--- src/design/ptrp_cfg.svh ---
`ifndef PTRP_CFG_SVH
`define PTRP_CFG_SVH

// register byte offsets on the apb bus
`define PTRP_ADDR_CMD 8'h00
`define PTRP_ADDR_STATUS 8'h04
`define PTRP_ADDR_DATA 8'h08
`define PTRP_ADDR_MODE 8'h0C
`define PTRP_ADDR_W 8

// command byte fields, leftmost printed bit is the data msb
`define PTRP_CMD_DISABLE 7
`define PTRP_CMD_ENABLE 6
`define PTRP_CMD_STOP 5
`define PTRP_CMD_RUN 4
`define PTRP_CMD_STEP 3
`define PTRP_CMD_CONT 2
`define PTRP_CMD_WRITE 1
`define PTRP_CMD_READ 0

// status byte fields
`define PTRP_ST_OVERRUN 7
`define PTRP_ST_STOPPED 4
`define PTRP_ST_WAIT 3
`define PTRP_ST_ATTN 2
`define PTRP_ST_UNAVAIL 0

// mode register fields
`define PTRP_MODE_INTEN 0
`define PTRP_MODE_RUNNING 1
`define PTRP_MODE_STEP 2
`define PTRP_MODE_PUNCH 3
`define PTRP_MODE_PWR 4
`define PTRP_MODE_FULL 5

`define PTRP_CHAR_W 8
`define PTRP_DATA_W 32

`endif

--- src/design/ptrp_pkg.sv ---
package ptrp_pkg;
	// reader tape motion states
	typedef enum logic [1:0] {
		PTRP_RD_REST = 2'b00,
		PTRP_RD_MOVE = 2'b01,
		PTRP_RD_HOLD = 2'b10,
		PTRP_RD_HALT = 2'b11
	} ptrp_rd_state_e;
endpackage : ptrp_pkg

--- src/design/ptrp_reader_seq.sv ---
`timescale 1ns/1ps
`include "ptrp_cfg.svh"

module ptrp_reader_seq
	import ptrp_pkg::*;
(
	input wire logic clk,
	input wire logic nrst,
	input wire logic ce,
	input wire logic clear,
	input wire logic running,
	input wire logic stopReq,
	input wire logic stepMode,
	input wire logic readerSel,
	input wire logic bufferFull,
	input wire logic charStrobe,
	output logic motorGo,
	output logic stopDone,
	output ptrp_rd_state_e state
);
	ptrp_rd_state_e next_state;
	logic go;

	////////////////////////////////////////////////////////////////
	always_comb begin
		next_state = state;
		case (state)
			PTRP_RD_REST: begin
				if (running && readerSel) begin
					next_state = (stepMode && bufferFull) ? PTRP_RD_HOLD : PTRP_RD_MOVE;
				end
			end
			PTRP_RD_MOVE: begin
				if (!readerSel) begin
					next_state = PTRP_RD_REST;
				end else if (stopReq) begin
					next_state = PTRP_RD_HALT;
				end else if (charStrobe && stepMode) begin
					next_state = PTRP_RD_HOLD;
				end
			end
			PTRP_RD_HOLD: begin
				if (!readerSel || stopReq) begin
					next_state = PTRP_RD_REST;
				end else if (!stepMode || !bufferFull) begin
					next_state = PTRP_RD_MOVE;
				end
			end
			default: begin
				// finish the character under way, then park on the next
				if (charStrobe || !readerSel) begin
					next_state = PTRP_RD_REST;
				end
			end
		endcase
		if (clear) begin
			next_state = PTRP_RD_REST;
		end
	end

	always_comb begin
		go = (next_state == PTRP_RD_MOVE) || (next_state == PTRP_RD_HALT);
	end

	always_ff @(posedge clk or negedge nrst) begin
		if (!nrst) begin
			state <= PTRP_RD_REST;
			motorGo <= 1'b0;
			stopDone <= 1'b0;
		end else if (ce) begin
			state <= next_state;
			motorGo <= go && readerSel;
			stopDone <= (state == PTRP_RD_HALT) && (next_state == PTRP_RD_REST);
		end
	end
endmodule : ptrp_reader_seq

--- src/design/ptrp_ctrl.sv ---
`timescale 1ns/1ps
`include "ptrp_cfg.svh"

module ptrp_ctrl
	import ptrp_pkg::*;
(
	input wire logic clk,
	input wire logic nrst,
	input wire logic ce,
	input wire logic psel,
	input wire logic penable,
	input wire logic pwrite,
	input wire logic [`PTRP_ADDR_W-1:0] paddr,
	input wire logic [`PTRP_DATA_W-1:0] pwdata,
	output logic [`PTRP_DATA_W-1:0] prdata,
	output logic pready,
	output logic pslverr,
	input wire logic processor_clear_switch,
	input wire logic [`PTRP_CHAR_W-1:0] readerChar,
	input wire logic readerStrobe,
	input wire logic readerPowerOk,
	input wire logic readerLoadLever,
	output logic readerMotorGo,
	output logic [`PTRP_CHAR_W-1:0] punchData,
	output logic punchStrobe,
	input wire logic punchDone,
	input wire logic punchPowerButton,
	input wire logic punchOnline,
	input wire logic punchLowTape,
	output logic punchMotorOn,
	output logic deviceInterrupt
);
	logic clear;
	logic intEnable;
	logic running;
	logic stopReq;
	logic step_mode;
	logic punchSel;
	logic progPower;
	logic punchStopPending;
	logic cmdPunch;
	logic bufferFull;
	logic [`PTRP_CHAR_W-1:0] charBuf;
	logic overrun_flag;
	logic tapeStopLatch;
	logic tape_stopped_flag;
	logic buffer_wait_flag;
	logic attention_flag;
	logic device_unavailable_flag;
	logic access;
	logic wrDone;
	logic rdDone;
	logic cmdWr;
	logic dataWr;
	logic dataRd;
	logic mapped;
	logic readerLoad;
	logic motorNow;
	logic stopDone;
	logic [`PTRP_CHAR_W-1:0] cmd;
	logic [`PTRP_DATA_W-1:0] next_prdata;
	ptrp_rd_state_e rdState;

	function automatic logic isAddr(input logic [`PTRP_ADDR_W-1:0] a,
		input logic [`PTRP_ADDR_W-1:0] ref_a);
		isAddr = (a == ref_a);
	endfunction : isAddr
	////////////////////////////////////////////////////////////////
	// apb decode, one wait state so read data leaves a flop
	assign clear = processor_clear_switch;
	assign access = psel && penable && pready;
	assign wrDone = access && pwrite;
	assign rdDone = access && !pwrite;
	assign mapped = isAddr(paddr, `PTRP_ADDR_CMD) || isAddr(paddr, `PTRP_ADDR_STATUS)
		|| isAddr(paddr, `PTRP_ADDR_DATA) || isAddr(paddr, `PTRP_ADDR_MODE);
	assign cmdWr = wrDone && isAddr(paddr, `PTRP_ADDR_CMD);
	assign dataWr = wrDone && isAddr(paddr, `PTRP_ADDR_DATA);
	assign dataRd = rdDone && isAddr(paddr, `PTRP_ADDR_DATA);
	assign cmd = pwdata[`PTRP_CHAR_W-1:0];

	always_ff @(posedge clk or negedge nrst) begin
		if (!nrst) begin
			pready <= 1'b0;
			pslverr <= 1'b0;
			prdata <= 32'h0000_0000;
		end else if (ce) begin
			pready <= psel && penable && !pready;
			pslverr <= psel && penable && !pready && !mapped;
			prdata <= next_prdata;
		end
	end

	always_comb begin
		next_prdata = 32'h0000_0000;
		if (isAddr(paddr, `PTRP_ADDR_STATUS)) begin
			next_prdata[`PTRP_ST_OVERRUN] = overrun_flag;
			next_prdata[`PTRP_ST_STOPPED] = tape_stopped_flag;
			next_prdata[`PTRP_ST_WAIT] = buffer_wait_flag;
			next_prdata[`PTRP_ST_ATTN] = attention_flag;
			next_prdata[`PTRP_ST_UNAVAIL] = device_unavailable_flag;
		end else if (isAddr(paddr, `PTRP_ADDR_DATA)) begin
			next_prdata[`PTRP_CHAR_W-1:0] = punchSel ? 8'h00 : charBuf;
		end else if (isAddr(paddr, `PTRP_ADDR_MODE)) begin
			next_prdata[`PTRP_MODE_INTEN] = intEnable;
			next_prdata[`PTRP_MODE_RUNNING] = running;
			next_prdata[`PTRP_MODE_STEP] = step_mode;
			next_prdata[`PTRP_MODE_PUNCH] = punchSel;
			next_prdata[`PTRP_MODE_PWR] = punchMotorOn;
			next_prdata[`PTRP_MODE_FULL] = bufferFull;
		end
	end

	////////////////////////////////////////////////////////////////
	// command state; disable beats enable when both bits are set
	always_ff @(posedge clk or negedge nrst) begin
		if (!nrst) begin
			intEnable <= 1'b0;
		end else if (ce) begin
			if (clear) begin
				intEnable <= 1'b0;
			end else if (cmdWr && cmd[`PTRP_CMD_DISABLE]) begin
				intEnable <= 1'b0;
			end else if (cmdWr && cmd[`PTRP_CMD_ENABLE]) begin
				intEnable <= 1'b1;
			end
		end
	end

	always_ff @(posedge clk or negedge nrst) begin
		if (!nrst) begin
			running <= 1'b0;
			step_mode <= 1'b1;
			punchSel <= 1'b0;
		end else if (ce) begin
			if (clear) begin
				running <= 1'b0;
				step_mode <= 1'b1;
				punchSel <= 1'b0;
			end else if (cmdWr) begin
				// stop wins over run; selecting the punch stops the reader
				if (cmd[`PTRP_CMD_STOP] || cmd[`PTRP_CMD_WRITE]) begin
					running <= 1'b0;
				end else if (cmd[`PTRP_CMD_RUN]) begin
					running <= 1'b1;
				end
				if (cmd[`PTRP_CMD_STEP]) begin
					step_mode <= 1'b1;
				end else if (cmd[`PTRP_CMD_CONT]) begin
					step_mode <= 1'b0;
				end
				if (cmd[`PTRP_CMD_WRITE]) begin
					punchSel <= 1'b1;
				end else if (cmd[`PTRP_CMD_READ]) begin
					punchSel <= 1'b0;
				end
			end
		end
	end

	// stop request is a one-cycle pulse into the sequencer
	always_ff @(posedge clk or negedge nrst) begin
		if (!nrst) begin
			stopReq <= 1'b0;
		end else if (ce) begin
			stopReq <= cmdWr && (cmd[`PTRP_CMD_STOP] || cmd[`PTRP_CMD_WRITE]) && !clear;
		end
	end

	////////////////////////////////////////////////////////////////
	// reader tape motion
	ptrp_reader_seq uSeq (
		.clk(clk),
		.nrst(nrst),
		.ce(ce),
		.clear(clear),
		.running(running),
		.stopReq(stopReq),
		.stepMode(step_mode),
		.readerSel(!punchSel),
		.bufferFull(bufferFull),
		.charStrobe(readerStrobe),
		.motorGo(readerMotorGo),
		.stopDone(stopDone),
		.state(rdState)
	);

	// a strobe counts only while this end moves the reader tape
	assign motorNow = (rdState == PTRP_RD_MOVE) || (rdState == PTRP_RD_HALT);
	assign readerLoad = readerStrobe && motorNow && !punchSel;

	////////////////////////////////////////////////////////////////
	// shared character buffer
	always_ff @(posedge clk or negedge nrst) begin
		if (!nrst) begin
			bufferFull <= 1'b0;
			charBuf <= 8'h00;
		end else if (ce) begin
			if (clear) begin
				bufferFull <= 1'b0;
			end else if (punchSel) begin
				if (dataWr && !bufferFull) begin
					charBuf <= cmd;
					bufferFull <= 1'b1;
				end else if (punchDone && bufferFull) begin
					bufferFull <= 1'b0;
				end
			end else if (readerLoad) begin
				charBuf <= readerChar; // load wins over a same-cycle take
				bufferFull <= 1'b1;
			end else if (dataRd) begin
				bufferFull <= 1'b0;
			end
			if (cmdWr && (cmd[`PTRP_CMD_WRITE] != cmd[`PTRP_CMD_READ])
				&& (cmd[`PTRP_CMD_WRITE] != punchSel)) begin
				bufferFull <= 1'b0; // mode change by a lone read or write bit starts with an empty buffer
			end
		end
	end

	always_ff @(posedge clk or negedge nrst) begin
		if (!nrst) begin
			overrun_flag <= 1'b0;
		end else if (ce) begin
			if (clear || punchSel) begin
				overrun_flag <= 1'b0;
			end else if (readerLoad && bufferFull && !dataRd) begin
				overrun_flag <= 1'b1;
			end else if (dataRd) begin
				overrun_flag <= 1'b0;
			end
		end
	end

	always_ff @(posedge clk or negedge nrst) begin
		if (!nrst) begin
			tapeStopLatch <= 1'b1;
		end else if (ce) begin
			if (clear) begin
				tapeStopLatch <= 1'b1;
			end else if (stopDone) begin
				tapeStopLatch <= 1'b1;
			end else if (motorNow) begin
				tapeStopLatch <= 1'b0;
			end
		end
	end

	// status flags, reset to the processor clear picture with device unavailable also set
	always_ff @(posedge clk or negedge nrst) begin
		if (!nrst) begin
			tape_stopped_flag <= 1'b1;
			buffer_wait_flag <= 1'b1;
			attention_flag <= 1'b1;
			device_unavailable_flag <= 1'b1;
		end else if (ce) begin
			if (clear) begin
				tape_stopped_flag <= 1'b1;
				buffer_wait_flag <= 1'b1;
				attention_flag <= 1'b1;
			end else begin
				tape_stopped_flag <= tapeStopLatch && !punchSel;
				buffer_wait_flag <= punchSel ? bufferFull : !bufferFull;
				attention_flag <= !punchSel && (overrun_flag || tapeStopLatch);
			end
			device_unavailable_flag <= punchSel
				? (!punchMotorOn || !punchOnline || punchLowTape)
				: (!readerPowerOk || readerLoadLever);
		end
	end

	////////////////////////////////////////////////////////////////
	// punch: program power follows run and stop, button overrides
	assign cmdPunch = cmd[`PTRP_CMD_WRITE] || (punchSel && !cmd[`PTRP_CMD_READ]);
	always_ff @(posedge clk or negedge nrst) begin
		if (!nrst) begin
			progPower <= 1'b0;
			punchStopPending <= 1'b0;
		end else if (ce) begin
			if (clear) begin
				progPower <= 1'b0;
				punchStopPending <= 1'b0;
			end else if (cmdWr && cmdPunch && cmd[`PTRP_CMD_STOP]) begin
				punchStopPending <= 1'b1;
			end else if (cmdWr && cmdPunch && cmd[`PTRP_CMD_RUN]) begin
				progPower <= punchOnline;
				punchStopPending <= 1'b0;
			end else if (punchStopPending && !bufferFull) begin
				progPower <= 1'b0;
				punchStopPending <= 1'b0;
			end
		end
	end

	always_ff @(posedge clk or negedge nrst) begin
		if (!nrst) begin
			punchMotorOn <= 1'b0;
			punchStrobe <= 1'b0;
			punchData <= 8'h00;
		end else if (ce) begin
			// released online switch gates program power off at the motor without clearing it
			punchMotorOn <= punchPowerButton || (progPower && punchOnline);
			punchStrobe <= punchSel && dataWr && !bufferFull && !clear;
			if (punchSel && dataWr && !bufferFull) begin
				punchData <= cmd;
			end
		end
	end

	////////////////////////////////////////////////////////////////
	always_ff @(posedge clk or negedge nrst) begin
		if (!nrst) begin
			deviceInterrupt <= 1'b0;
		end else if (ce) begin
			deviceInterrupt <= intEnable && !clear
				&& (punchSel ? !bufferFull : bufferFull);
		end
	end
endmodule : ptrp_ctrl

--- config.mk ---
export PLATFORM = sky130hd
export DESIGN_NAME = ptrp_ctrl
export DESIGN_NICKNAME = d
export VERILOG_FILES = /design/src/design/ptrp_pkg.sv /design/src/design/ptrp_reader_seq.sv /design/src/design/ptrp_ctrl.sv
export VERILOG_INCLUDE_DIRS = /design/src /design/src/design
export SDC_FILE = /design/constraint.sdc
export NUM_CORES = 1
export LEC_CHECK = 0
export BUFFER_PORTS_ARGS = -buffer_cell sky130_fd_sc_hd__buf_2
export CAP_MARGIN = 20
export CORE_MARGIN = 2
export CORE_UTILIZATION = 44
export CTS_BUF_LIST = sky130_fd_sc_hd__clkbuf_16
export DETAILED_ROUTE_END_ITERATION = 8
export PLACE_DENSITY = 0.77
export SYNTH_ARGS = -nofsm -noshare
export SYNTH_HDL_FRONTEND = slang
export SYNTH_SLANG_ARGS = --single-unit
--- constraint.sdc ---
create_clock -name clk -period 1.44 [get_ports clk]
set_clock_uncertainty 0.05 [all_clocks]
set_input_delay 0.288 -clock clk [delete_from_list [all_inputs] [get_ports clk]]
set_output_delay 0.288 -clock clk [all_outputs]
set_load 0.005 [all_outputs]
==> impl_results.md <==
- Setup Viol. Count Final: 24
- DRT Pass-1 Iters: 4
- Synth area leaders: dfrtp_1 (39%), buf_4 (7.4%), dfstp_2 (6.0%)
- Longest Clk Path Bufs: 2
- Register area: approximately 1200 sq um
- DRC Markers: 0
- Switching pwr: between 700 and 800 uW
- Reg clk slew, reported paths: 0.06 ns
- Fraction of layout instances using a drive strength above 1: between 30 and 40%
- Failing checks: setup timing
- Top delay family on crit path: simple AND/OR/NAND/NOR gates
- Final worst-path cycle share: 113%
- Largest net degree at the start of global routing: 48
- Max-slew violation count: 0
- Multi-input gate area: 1360 sq um
- Critical Path RT: 1.56 ns
- Seq pwr share: 49.1%
- Power Total: around 2.8 mW
- Synth async-reset ratio: 100%
- Final hold vios: 0
- Mean Syn Cell Area: 9.61 sq um
- CTS root buf: clkbuf_16
- VDD IR max: 0.546 mV
- Crit. End Element: register
- Clock Latency Late Sink: 0.29 ns
- Full die area: 6600 sq um
- Max cap viols: 0
- Number of synthesized register bits: between 40 and 50
- Via count: 2390
- Fin util: 59.1%
- DIE HEIGHT: 81.2 microns
- Internal power: 2.12 mW
- Die X: 81.2 microns
- H-tree levels: 2
- CTS tree: yes
- Finished Layout Cells: 437
- Clock Power Share: between 30% and 40%
- Worst Path Max Fanout: 12
- Slowest CP cell: or3_4
- CP bufs+invs: 0
- Number of synthesized flops with an enable pin: 0
- WL per Instance: 16.3 microns
- Routed WL: 7130 microns
- Vias in the first global route: around 2200
- Sink Count: 47
- Top-area cell type share of the netlist area: about 39%
- Via density: approximately 5.5
- Port Buffers: 59
- Worst endpoint data arrival time: 1.74 ns
- Ports: 108
- Setup CP Type: register to register
- Dominant synthesized flop cell: dfrtp_1
- Dpl cells: 418
- Pre-CTS setup slack: -0.403 ns
- Fin nets: 424
- Routed Antenna Nets: 0
- Register area share after synthesis: 45.1%
- Synthesized instance count: between 200 and 300
- Global-route wire length before repair: 10900 microns
- Syn-to-layout area delta: 31.8%
- Leakage: roughly 1.6 nW
- Peak Freq: 617 MHz
- Cell Chain, Critical Path: and4_4, nand3b_1, or3_4, mux2_4
- Gr usage total: 21.9%
- Synth area leader: dfrtp_1
- Final HPWL DP: between 4000 and 5000 microns
- Yosys warnings: 0
- DR iter-0 viols: 222
- Startpoint types: register
- Num CTS Buffers: 5
- Hold Crit Class: input pin to register
- Slowest stage delay, CP: around 0.43 ns
- Crit path time final: 1.62 ns
- Sw Ratio: 24.9%
- Final Wtd Congestion: 0.867
- Comb power frac: 11.8%
- Initial Util: 44.8%
- Status: complete, but fails checks
- Core area: 5850 sq um
- Rows: 28
- Synth unique cells: between 50 and 60
- PwrDens: between 800 and 900 nW/um^2
- Cell area after synthesis: about 2600 sq um
- Ant diodes: 0
- Final WS setup: -0.180 ns
- GRT overflow: 0
- Layout fillers: 503
- RSZ-0062 raised after global routing: true
- Setup TNS: -2.25 ns
- Antenna violations before repair: 0
==> worst paths after layout <==
check | cells after the start | to | slack, ns | startpoint
min reg2reg | 1 | prdata[3] | 0.43 | prdata[3]
min | 2 | punchData[2] | 0.22 | pwdata[2]
min in group asynchronous | 3 | pslverr | 0.45 | nrst
max reg2reg | 4 | punchData[4] | -0.18 | pready
max | 4 | punchData[4] | -0.18 | pready
max in group asynchronous | 3 | step_mode | 0.60 | nrst
==> cells in the final DEF, fill, tap and decap left out, types with 9 or more instances in the layout <==
cell type / Yosys / final
nand2_1: 27 / 25
dfrtp_1: 41 / 40
buf_4: 26 / 30
mux2i_1: 9 / 9
buf_2: 2 / 59
o2bb2ai_1: 13 / 12
conb_1: 1 / 24
a21oi_1: 11 / 11
o21ai_0: 27 / 11
o21ai_1: 0 / 11
nor2_1: 15 / 12
inv_1: 11 / 12
==> cell usage after synthesis (4+ instances only) <==
cell type   n
a211oi_1    4
nor2b_1     4
nand3_1     6
a22oi_1     4
dfstp_2     6
mux2i_1     9
o2bb2ai_1  13
dfrtp_1    41
inv_1      11
clkbuf_1   12
buf_4      26
a21oi_1    11
a22o_1      5
o21ai_0    27
nand2_1    27
nor2_1     15
==> power groups by stage <==
| stage | registers [mW] | logic, mW | clock network (mW) |
|---|---|---|---|
| after floorplan | 1.40 | 0.177 | 0 |
| after detailed placement | 1.41 | 0.303 | 0 |
| final | 1.39 | 0.333 | 1.11 |
| after global routing | 1.39 | 0.373 | 1.16 |
| after global placement | 1.40 | 0.295 | 0 |
| after CTS | 1.38 | 0.316 | 1.12 |
==> state kept, by name (all words and copies together) (netlist names), 2 cells and up <==
name        count
prdata          8
charBuf         8
punchData       8
uSeq.state      2
==> kinds of logic (layout without fill, tap and decap cells) <==
logic type	Yosys count	after routing	share of synthesized area (%)
mux	14	14	6.01
other cells	1	24	0.143
compound gates	78	80	19.8
buf+inv	52	116	11.5
simple gates	78	78	16.2
xor+xnor	2	2	0.668
flops	47	47	45.1
fa+ha+maj	1	1	0.477
==> cell type report <==
class | instances | share of cell area [%]
clock buffers | 5 | 3.62
clock inverters | 3 | 0.362
inverters | 11 | 1.30
multi-input cells | 199 | 39.4
flip-flops and latches | 47 | 34.3
well taps | 75 | 2.71
repair buffers | 97 | 18.4
==> routing by layer <==
metal	wire (microns)	vias up	global-route usage, %
met4	112	0	8.47
met2	3540	94	35.8
met5	0	-	0
met1	3050	1180	28.9
li1	-	1105	-
met3	420	11	4.00
==> metrics by stage <==
step,hold slack [ns],instance area [sq um]
4_1_cts,0.223,3310
3_3_place_gp,0.241,3070
2_1_floorplan,-0.0576,2730
6_report,0.224,3460
3_5_place_dp,0.242,3070
5_1_grt,0.234,3460
==> timing repair <==
item	in CTS	in global routing
setup buffers	1	6
setup endpoints to repair	28	30
pin swaps	18	12
gates cloned	2	1
hold endpoints to repair	41	0
hold buffers	1	0
resized for setup	27	22
Note: power is estimated with default switching activity, not from simulation.
